[src/include/scsr_pkg.sv]
// Package: register map, field layout, reset values and types of the clock select block
package scsr_pkg;

  // ----------------------------------------------------------------
  // Register map (word aligned byte addresses)
  // ----------------------------------------------------------------
  localparam logic [11:0] OSC_CTRL_IDX  = 12'hFD3; // oscillator_control index
  localparam logic [11:0] REF_CTRL_IDX  = 12'hF3D; // reference_control index
  localparam logic [11:0] TUNE_IDX      = 12'hF9B; // tuning_register index
  localparam logic [11:0] SEC_CTRL_IDX  = 12'h010; // secondary_timer_control index
  localparam logic [13:0] OSC_CTRL_ADDR = {OSC_CTRL_IDX, 2'h0};
  localparam logic [13:0] REF_CTRL_ADDR = {REF_CTRL_IDX, 2'h0};
  localparam logic [13:0] TUNE_ADDR     = {TUNE_IDX, 2'h0};
  localparam logic [13:0] SEC_CTRL_ADDR = {SEC_CTRL_IDX, 2'h0};

  // ----------------------------------------------------------------
  // Field positions
  // ----------------------------------------------------------------
  localparam int IDLE_BIT     = 7;
  localparam int FREQ_LSB     = 4;
  localparam int STATUS_BIT   = 3;
  localparam int RSV_ONE_BIT  = 2;
  localparam int SRC_LSB      = 0;
  localparam int LFSRC_BIT    = 7;
  localparam int REFEN_BIT    = 7;
  localparam int REFSLP_BIT   = 5;
  localparam int REFSEL_BIT   = 4;
  localparam int SECRUN_BIT   = 6;
  localparam int SECXTAL_BIT  = 3;

  // ----------------------------------------------------------------
  // Values after reset and encodings
  // ----------------------------------------------------------------
  localparam logic [2:0] FREQ_RESET   = 3'h6; // 4 MHz postscaler
  localparam logic [2:0] FREQ_31K     = 3'h0;
  localparam logic [2:0] FREQ_8M      = 3'h7;
  localparam logic [2:0] CFG_POST0    = 3'h0;
  localparam logic [2:0] CFG_POST1    = 3'h1;
  localparam int         SWITCH_OLD   = 2;     // old-clock cycles of the pause
  localparam int         SWITCH_NEW   = 4;     // one more than the new-clock cycles of the pause
  localparam logic [7:0] UNMAPPED_RD  = 8'h00;

  typedef enum logic [1:0] {
    SRC_PRIMARY   = 2'h0,
    SRC_SECONDARY = 2'h1,
    SRC_RESERVED  = 2'h2,
    SRC_INTERNAL  = 2'h3
  } scsr_src_t;

  typedef enum {SW_RUN, SW_OLD, SW_NEW} scsr_sw_t;

  // Software-visible configuration
  typedef struct packed {
    logic       idleEn;
    logic [2:0] freqSel;
    scsr_src_t  srcSel;
    logic       lowFreqSrc;
    logic       refEn;
    logic       refSleepCont;
    logic       refSrcSel;
    logic [3:0] refDiv;
    logic       secXtalEn;
  } scsr_cfg_t;

  // Oscillator inputs, sampled as ordinary synchronous levels
  typedef struct packed {
    logic primaryClk;
    logic coreDivClk;
    logic fastOsc;
    logic slowRcOsc;
    logic secondaryOsc;
  } scsr_osc_t;

endpackage : scsr_pkg

[src/rtl/scsr_clock_select.sv]
// Module: clock source select, postscaler, glitch-free switch and reference clock output
`timescale 1ns/1ps

// Operation
// - Source select 11 internal postscaled, 01 secondary, 00 primary, 10 reserved.
// - Any reset clears source select to zero, primary clock.
// - Writing new source select bits moves the clock after a short transition.
// - Primary is postscaler when config 000/001, otherwise core divider output.
// - Frequency field picks 8 MHz down to 31 kHz in powers of two.
// - Frequency field resets to the 4 MHz setting.
// - Frequency field change takes effect immediately on the internal clock.
// - At 000, low-frequency bit picks fast oscillator /256 or slow RC.
// - Watchdog always runs from slow RC oscillator.
// - Start-up status reads 1 once timer expired and primary running.
// - Start-up status resets 0 with two-speed start-up, else 1.
// - Secondary-running bit set while secondary oscillator clocks the device.
// - At most one of the two clock status bits is set.
// - Idle enable bit chooses idle or full sleep for halt instruction.
// - Secondary select ignored unless crystal enabled or digital input configured.
// - Switch is glitch-free: two old cycles plus up to three new cycles pause.
// - Reference output enable drives reference clock onto the output pin.
// - Divisor 0000 passes base clock, 0001 divides by 2.
// - Higher divisor codes divide by larger powers of two, up to 32768.
// - Reference source bit picks primary crystal, else current system clock.
// - Reference runs in sleep only with sleep-continue, source bit, EC/HS mode.
module scsr_clock_select #(
  parameter int DIV_WIDTH = 15
) (
  // Clock and reset
  input  wire logic                 clock,
  input  wire logic                 rst_n,
  // Avalon-MM slave
  input  wire logic [13:0]          address,
  input  wire logic                 read,
  input  wire logic                 write,
  input  wire logic [3:0]           byteenable,
  input  wire logic [31:0]          writedata,
  output logic      [31:0]          readdata,
  output logic                      waitrequest,
  // Oscillator sources and configuration straps
  input  wire scsr_pkg::scsr_osc_t  osc,
  input  wire logic [2:0]           primaryOscConfig,
  input  wire logic                 secondaryDigitalInput,
  input  wire logic                 twoSpeedStartup,
  input  wire logic                 startupTimerDone,
  input  wire logic                 extOrHsMode,
  input  wire logic                 sleepActive,
  // Clock outputs
  output logic                      deviceClk,
  output logic                      watchdogClk,
  output logic                      haltEntersIdle,
  output logic                      referenceOutputPin,
  output logic                      referenceOutputEn
);

  // ----------------------------------------------------------------
  // State
  // ----------------------------------------------------------------
  typedef struct packed {
    scsr_pkg::scsr_cfg_t  cfg;
    scsr_pkg::scsr_src_t  activeSrc;
    scsr_pkg::scsr_src_t  pendSrc;
    scsr_pkg::scsr_sw_t   swState;
    logic [2:0]           swCount;
    logic                 prevOld;
    logic                 prevNew;
    logic                 devClk;
    logic                 startupStatus;
    logic                 statusInit;
    logic [7:0]           postDiv;
    logic                 prevFast;
    logic [DIV_WIDTH-1:0] refCnt;
    logic                 prevBase;
    logic                 refOut;
    logic                 ack;
    logic [31:0]          rdData;
  } scsr_state_t;

  scsr_state_t stateReg;
  scsr_state_t stateNext;

  // Postscaler tap for a given frequency code
  function automatic logic postTap(input logic [2:0] code, input logic [7:0] div,
                                   input logic fast, input logic slow, input logic lfs);
    logic r;
    r = fast;
    case (code)
      scsr_pkg::FREQ_8M:  r = fast;
      scsr_pkg::FREQ_31K: r = lfs ? div[7] : slow;
      default:            r = div[6 - code];
    endcase
    return r;
  endfunction : postTap

  logic internalClk;
  logic primaryClk;
  logic secAllowed;
  logic accessOk;

  // Candidate sources, recomputed every cycle so frequency changes act at once
  always_comb begin
    internalClk = postTap(stateReg.cfg.freqSel, stateReg.postDiv, osc.fastOsc,
                          osc.slowRcOsc, stateReg.cfg.lowFreqSrc);
    primaryClk  = (primaryOscConfig == scsr_pkg::CFG_POST0 || primaryOscConfig == scsr_pkg::CFG_POST1)
                  ? internalClk : osc.coreDivClk;
    secAllowed  = stateReg.cfg.secXtalEn | secondaryDigitalInput;
  end

  // Source mux shared by the switch logic
  function automatic logic srcClk(input scsr_pkg::scsr_src_t s, input logic pri,
                                  input logic sec, input logic intc);
    logic r;
    r = pri;
    case (s)
      scsr_pkg::SRC_SECONDARY: r = sec;
      scsr_pkg::SRC_INTERNAL:  r = intc;
      default:                 r = pri;
    endcase
    return r;
  endfunction : srcClk

  logic oldClk;
  logic newClk;
  logic baseClk;
  logic refTap;

  // ----------------------------------------------------------------
  // Next-state logic
  // ----------------------------------------------------------------
  always_comb begin
    stateNext = stateReg;
    accessOk  = 1'b0;
    oldClk    = srcClk(stateReg.activeSrc, primaryClk, osc.secondaryOsc, internalClk);
    newClk    = srcClk(stateReg.pendSrc, primaryClk, osc.secondaryOsc, internalClk);
    baseClk   = stateReg.cfg.refSrcSel ? osc.primaryClk : stateReg.devClk;
    refTap    = (stateReg.cfg.refDiv == 4'h0) ? baseClk
              : stateReg.refCnt[4'(stateReg.cfg.refDiv - 4'h1)];

    // Postscaler counter on the fast oscillator
    stateNext.prevFast = osc.fastOsc;
    if (osc.fastOsc && !stateReg.prevFast) begin
      stateNext.postDiv = stateReg.postDiv + 8'h01;
    end

    // Start-up status captured at reset release, then tracks the timer
    if (!stateReg.statusInit) begin
      stateNext.statusInit    = 1'b1;
      stateNext.startupStatus = ~twoSpeedStartup;
    end else begin
      stateNext.startupStatus = startupTimerDone & (stateReg.activeSrc == scsr_pkg::SRC_PRIMARY)
                                & (stateReg.swState == scsr_pkg::SW_RUN);
    end

    // Glitch-free switch: hold low over old then new edges
    stateNext.prevOld = oldClk;
    stateNext.prevNew = newClk;
    case (stateReg.swState)
      scsr_pkg::SW_RUN: begin
        stateNext.devClk = oldClk;
        if (stateReg.pendSrc != stateReg.activeSrc) begin
          stateNext.swState = scsr_pkg::SW_OLD;
          stateNext.swCount = 3'h0;
        end
      end
      scsr_pkg::SW_OLD: begin
        stateNext.devClk = 1'b0;
        if (oldClk && !stateReg.prevOld) begin
          stateNext.swCount = stateReg.swCount + 3'h1;
          if (stateReg.swCount == 3'(scsr_pkg::SWITCH_OLD - 1)) begin
            stateNext.swState = scsr_pkg::SW_NEW;
            stateNext.swCount = 3'h0;
          end
        end
      end
      scsr_pkg::SW_NEW: begin
        stateNext.devClk = 1'b0;
        if (newClk && !stateReg.prevNew) begin
          stateNext.swCount = stateReg.swCount + 3'h1;
          if (stateReg.swCount == 3'(scsr_pkg::SWITCH_NEW - 2)) begin
            stateNext.swState   = scsr_pkg::SW_RUN;
            stateNext.activeSrc = stateReg.pendSrc;
          end
        end
      end
      default: stateNext.swState = scsr_pkg::SW_RUN;
    endcase

    // Reference divider counts base clock edges
    stateNext.prevBase = baseClk;
    if (baseClk && !stateReg.prevBase) begin
      stateNext.refCnt = stateReg.refCnt + DIV_WIDTH'(1);
    end
    stateNext.refOut = stateReg.cfg.refEn & refTap &
                       (~sleepActive | (stateReg.cfg.refSleepCont & stateReg.cfg.refSrcSel & extOrHsMode));

    // Register bus: one cycle of wait, then answer
    stateNext.ack = 1'b0;
    if ((read || write) && !stateReg.ack) begin
      stateNext.ack = 1'b1;
      accessOk      = 1'b1;
    end
    // Writes land at the edge where waitrequest is low, never in the wait cycle
    if (write && stateReg.ack && byteenable[0]) begin
      case (address)
        scsr_pkg::OSC_CTRL_ADDR: begin
          stateNext.cfg.idleEn  = writedata[scsr_pkg::IDLE_BIT];
          stateNext.cfg.freqSel = writedata[scsr_pkg::FREQ_LSB +: 3];
          if (writedata[scsr_pkg::SRC_LSB +: 2] == 2'(scsr_pkg::SRC_SECONDARY) && !secAllowed) begin
            stateNext.cfg.srcSel = stateReg.cfg.srcSel;
          end else begin
            stateNext.cfg.srcSel = scsr_pkg::scsr_src_t'(writedata[scsr_pkg::SRC_LSB +: 2]);
          end
        end
        scsr_pkg::TUNE_ADDR:     stateNext.cfg.lowFreqSrc = writedata[scsr_pkg::LFSRC_BIT];
        scsr_pkg::SEC_CTRL_ADDR: stateNext.cfg.secXtalEn  = writedata[scsr_pkg::SECXTAL_BIT];
        scsr_pkg::REF_CTRL_ADDR: begin
          stateNext.cfg.refEn        = writedata[scsr_pkg::REFEN_BIT];
          stateNext.cfg.refSleepCont = writedata[scsr_pkg::REFSLP_BIT];
          stateNext.cfg.refSrcSel    = writedata[scsr_pkg::REFSEL_BIT];
          stateNext.cfg.refDiv       = writedata[3:0];
        end
        default: ;
      endcase
    end
    // Reserved code maps to primary as the running target
    stateNext.pendSrc = (stateNext.cfg.srcSel == scsr_pkg::SRC_RESERVED)
                        ? scsr_pkg::SRC_PRIMARY : stateNext.cfg.srcSel;
    if (accessOk && read) begin
      case (address)
        scsr_pkg::OSC_CTRL_ADDR: stateNext.rdData = {24'h000000, stateReg.cfg.idleEn, stateReg.cfg.freqSel,
                                                     stateReg.startupStatus, 1'b1, stateReg.cfg.srcSel};
        scsr_pkg::TUNE_ADDR:     stateNext.rdData = {24'h000000, stateReg.cfg.lowFreqSrc, 7'h00};
        scsr_pkg::SEC_CTRL_ADDR: stateNext.rdData = {24'h000000, 1'b0,
                                                     stateReg.activeSrc == scsr_pkg::SRC_SECONDARY
                                                     && stateReg.swState == scsr_pkg::SW_RUN,
                                                     2'h0, stateReg.cfg.secXtalEn, 3'h0};
        scsr_pkg::REF_CTRL_ADDR: stateNext.rdData = {24'h000000, stateReg.cfg.refEn, 1'b0,
                                                     stateReg.cfg.refSleepCont, stateReg.cfg.refSrcSel,
                                                     stateReg.cfg.refDiv};
        default:                 stateNext.rdData = {24'h000000, scsr_pkg::UNMAPPED_RD};
      endcase
    end
  end

  // ----------------------------------------------------------------
  // State register
  // ----------------------------------------------------------------
  always_ff @(posedge clock or negedge rst_n) begin
    if (!rst_n) begin
      stateReg             <= '0;
      stateReg.cfg.freqSel <= scsr_pkg::FREQ_RESET;
      stateReg.cfg.srcSel  <= scsr_pkg::SRC_PRIMARY;
      stateReg.activeSrc   <= scsr_pkg::SRC_PRIMARY;
      stateReg.pendSrc     <= scsr_pkg::SRC_PRIMARY;
      stateReg.swState     <= scsr_pkg::SW_RUN;
    end else begin
      stateReg <= stateNext;
    end
  end

  // Outputs; device clock is a registered copy to stay glitch-free
  assign readdata           = stateReg.rdData;
  assign waitrequest        = (read | write) & ~stateReg.ack;
  assign deviceClk          = stateReg.devClk;
  assign watchdogClk        = osc.slowRcOsc;
  assign haltEntersIdle     = stateReg.cfg.idleEn;
  assign referenceOutputPin = stateReg.refOut;
  assign referenceOutputEn  = stateReg.cfg.refEn;
endmodule : scsr_clock_select

[config.mk]
export PLATFORM = sky130hd
export DESIGN_NAME = scsr_clock_select
export DESIGN_NICKNAME = d
export VERILOG_FILES = /design/src/include/scsr_pkg.sv /design/src/rtl/scsr_clock_select.sv
export SDC_FILE = /design/constraint.sdc
export NUM_CORES = 1
export LEC_CHECK = 0
export ABC_AREA = 0
export BUFFER_PORTS_ARGS = -buffer_cell sky130_fd_sc_hd__buf_2
export CELL_PAD_IN_SITES_DETAIL_PLACEMENT = 0
export CELL_PAD_IN_SITES_GLOBAL_PLACEMENT = 1
export CORE_MARGIN = 2
export CORE_UTILIZATION = 40
export CTS_CLUSTER_SIZE = 40
export DETAILED_ROUTE_END_ITERATION = 16
export PLACE_DENSITY_LB_ADDON = 0.3
export SYNTH_ARGS = -nofsm -noshare
export SYNTH_HDL_FRONTEND = slang
export SYNTH_SLANG_ARGS = --single-unit
[constraint.sdc]
create_clock -name clock -period 3.08 [get_ports clock]
set_input_delay 0.462 -clock clock [delete_from_list [all_inputs] [get_ports clock]]
set_output_delay 0.462 -clock clock [all_outputs]
set_load 0.05 [all_outputs]
==> results.cfg <==
[outcome]
status = finished clean

[pwr]
power-per-cell-area_mw_per_mm2 = 613
switchingPower_mw = 0.845
p_seq_frac = 0.437
leakage_nw = 1.97
clock_power_share = 0.281
ir_drop_uv = 256
comb_power_share = 0.282
internal-power_mw = 1.64
switching_share = 0.340

[floorplanning]
core_area_mm2 = 0.00876
io_pins = 105
rows = 34
initial_core_util = 0.412
dieWidth_um = 99.1
dieArea_mm2 = 0.00981
die_y_um = 99.1

[grt]
grt_max_degree = 64
grt_pass1_wl_um = 12100
antenna_found_initial = 0
gr-max-usage-layer = met2
use_met3 = 0.0397
gr-total-overflow = 0
grt_util_met2 = 0.235
track_usage = 0.157
grt_util_met1 = 0.218
first_global_vias = 2463

[timing]
max_clock_freq_mhz = 419
min_period_over_period = 0.776
tns_ps = 0
worst_slack_ps = 691
clock_skew_ps = 17.8
setup_violations = 0
min_period_ps = 2390
maxSlewHeadroom = 0.645
rsz0062_at_grt = false
hold_viol_final = 0
worstMarginPinSlew_ps = 526
maxSlewViolCount = 0

[synthesis]
ys_async_sr_fraction = 1.00
synth_edf_count = 0
synth_flop_cell = dfrtp_1
syn_inst = 338
synth.distinct_cells = 55
avgSynthCellArea_um2 = 10.7
yosysWarnings = 0
synth-seq-area-share = 0.437
yosys_register_bits = 63
netlist_area_mm2 = 0.00361

[critical_path]
crit_chain = inv_1, ha_1, mux4_1, mux2i_1, a211oi_1, a211o_1, nand3_2, mux2_4
worst_ep_arrival_time_ps = 2620
critPathMaxStageDelay_ps = 570
cp_data_required_time_ps = 3310
cp_slowest_cell = dfstp_2
path_class = register to register
endpoint_kind = register
cp-start-kind = register
critPathMaxFanout = 5

[routing]
drc = 0
detail-route-antenna-nets = 0
firstDrtPassIters = 4
first_iter_violations = 50
routedWlPerCell_um = 14.2
num_vias = 2526
via_per_inst = 5.04
finalWirelength_um = 7140

[clock_network]
h-tree-depth = 3
clock_sinks = 63
cts.path.max_buffers = 2
clk_latency_ps = 340
numCtsBuffers = 9
root_buffer = clkbuf_8
cts_resized = 0
tritoncts = yes
clk_pin_slew_worst_paths_ps = 80
holdBufCountCts = 0
cts_setup_buffers = 0

[cells_and_area]
drive_gt1_frac = 0.262
final_cells = 501
nets = 470
fillers = 837
layout_commonest_cell = dfrtp_1
multi_input_comb_area_mm2 = 0.00178
n_antenna_cell = 0
final_cell_mix = dfrtp_1 (61), buf_2 (52), nand2_1 (31), conb_1 (25), o21ai_0 (20)
area_growth_pct = 12.0
regArea_mm2 = 0.00158

[placed_design]
io_buffers = 52
dpl.cell_count = 485
place_ws_ps = 658
dp_hpwl_um = 5290
gp_congestion = 0.805

[flow_run]
maxCapViolCount = 0

[worst_hold_path]
holdCritPathClass = input pin to async pin
metrics by stage:
stage	hold slack, ps	util	power [mW]	cell area (µm²)
after CTS	132	0.462	2.52	4050
after floorplan	166	-	1.64	3700
after detailed placement	441	0.440	1.81	3860
after global routing	136	0.462	2.66	4050
final	120	0.462	2.48	4050
after global placement	430	0.440	1.78	3860
logic make-up after synthesis:
family                     share of synthesized area
xor gates and xnor gates                      0.0651
and+or+nand+nor                                0.134
adders and majority gates                     0.0519
muxes                                          0.117
other                                        0.00208
AOI/OAI and AO/OA                             0.0980
buffers and inverters                         0.0948
DFF                                            0.437
worst max-delay path: cells and delay by family (launching register included):
| kind | cells | cell delay [ps] |
|---|---|---|
| and+or+nand+nor | 1 | 140 |
| AOI/OAI and AO/OA | 2 | 450 |
| muxes | 3 | 790 |
| DFF | 1 | 570 |
| buffers and inverters | 1 | 50 |
| adders and majority gates | 1 | 280 |
path summary, 6_finish.rpt:
path / startpoint / endpoint / slack, ps / cells after the start
max: stateReg[115]$_DFFE_PN1P_ / stateReg[64]$_DFFE_PN0P_ / 690 / 8
min reg2reg: stateReg[32]$_DFF_PN0_ / stateReg[32]$_DFF_PN0_ / 460 / 1
min: rst_n / stateReg[51]$_DFFE_PN0P_ / 120 / 2
min in group clock: osc[2] / stateReg[50]$_DFF_PN0_ / 270 / 1
max in group asynchronous: rst_n / stateReg[116]$_DFFE_PN1P_ / 2620 / 2
max reg2reg: stateReg[115]$_DFFE_PN1P_ / stateReg[64]$_DFFE_PN0P_ / 690 / 8
Yosys cell counts (6+ instances only):
master	n	area, µm²
o21ai_0	20	100
nand3_1	7	35.0
mux2_2	18	203
xnor2_1	15	131
inv_1	19	71.3
and4_1	6	52.6
nor2_1	13	48.8
buf_4	33	248
mux2i_1	7	70.1
xor2_1	10	87.6
nand2_1	31	116
dfrtp_1	61	1530
nor3_1	10	50.1
ha_1	15	188
routing by layer:
layer | routed length (µm) | share of wire | up-vias
li1 | - | - | 1235
met1 | 3470 | 0.49 | 1217
met2 | 3180 | 0.45 | 67
met3 | 390 | 0.055 | 7
met4 | 99 | 0.014 | 0
met5 | 0 | 0 | -
power by group through the flow:
stage,sequential (mW),clock (mW),combinational [mW]
after CTS,1.09,0.722,0.709
after global routing,1.11,0.762,0.787
final,1.09,0.698,0.700
after global placement,1.10,0,0.688
after floorplan,1.08,0,0.560
after detailed placement,1.10,0,0.705
final cells by class:
cell class | instances | share of cell area
timing repair buffer | 55 | 0.0729
tap | 108 | 0.0334
inverter | 19 | 0.0176
sequential | 63 | 0.390
multi-input combinational | 240 | 0.439
clock inverter | 6 | 0.0151
clock buffer | 10 | 0.0315
sequential cells by signal, summed over array words and instances (netlist names):
name	count
stateReg	51
readdata	8
deviceClk	1
haltEntersIdle	1
referenceOutputEn	1
referenceOutputPin	1
(Power assumes the default switching activity.)
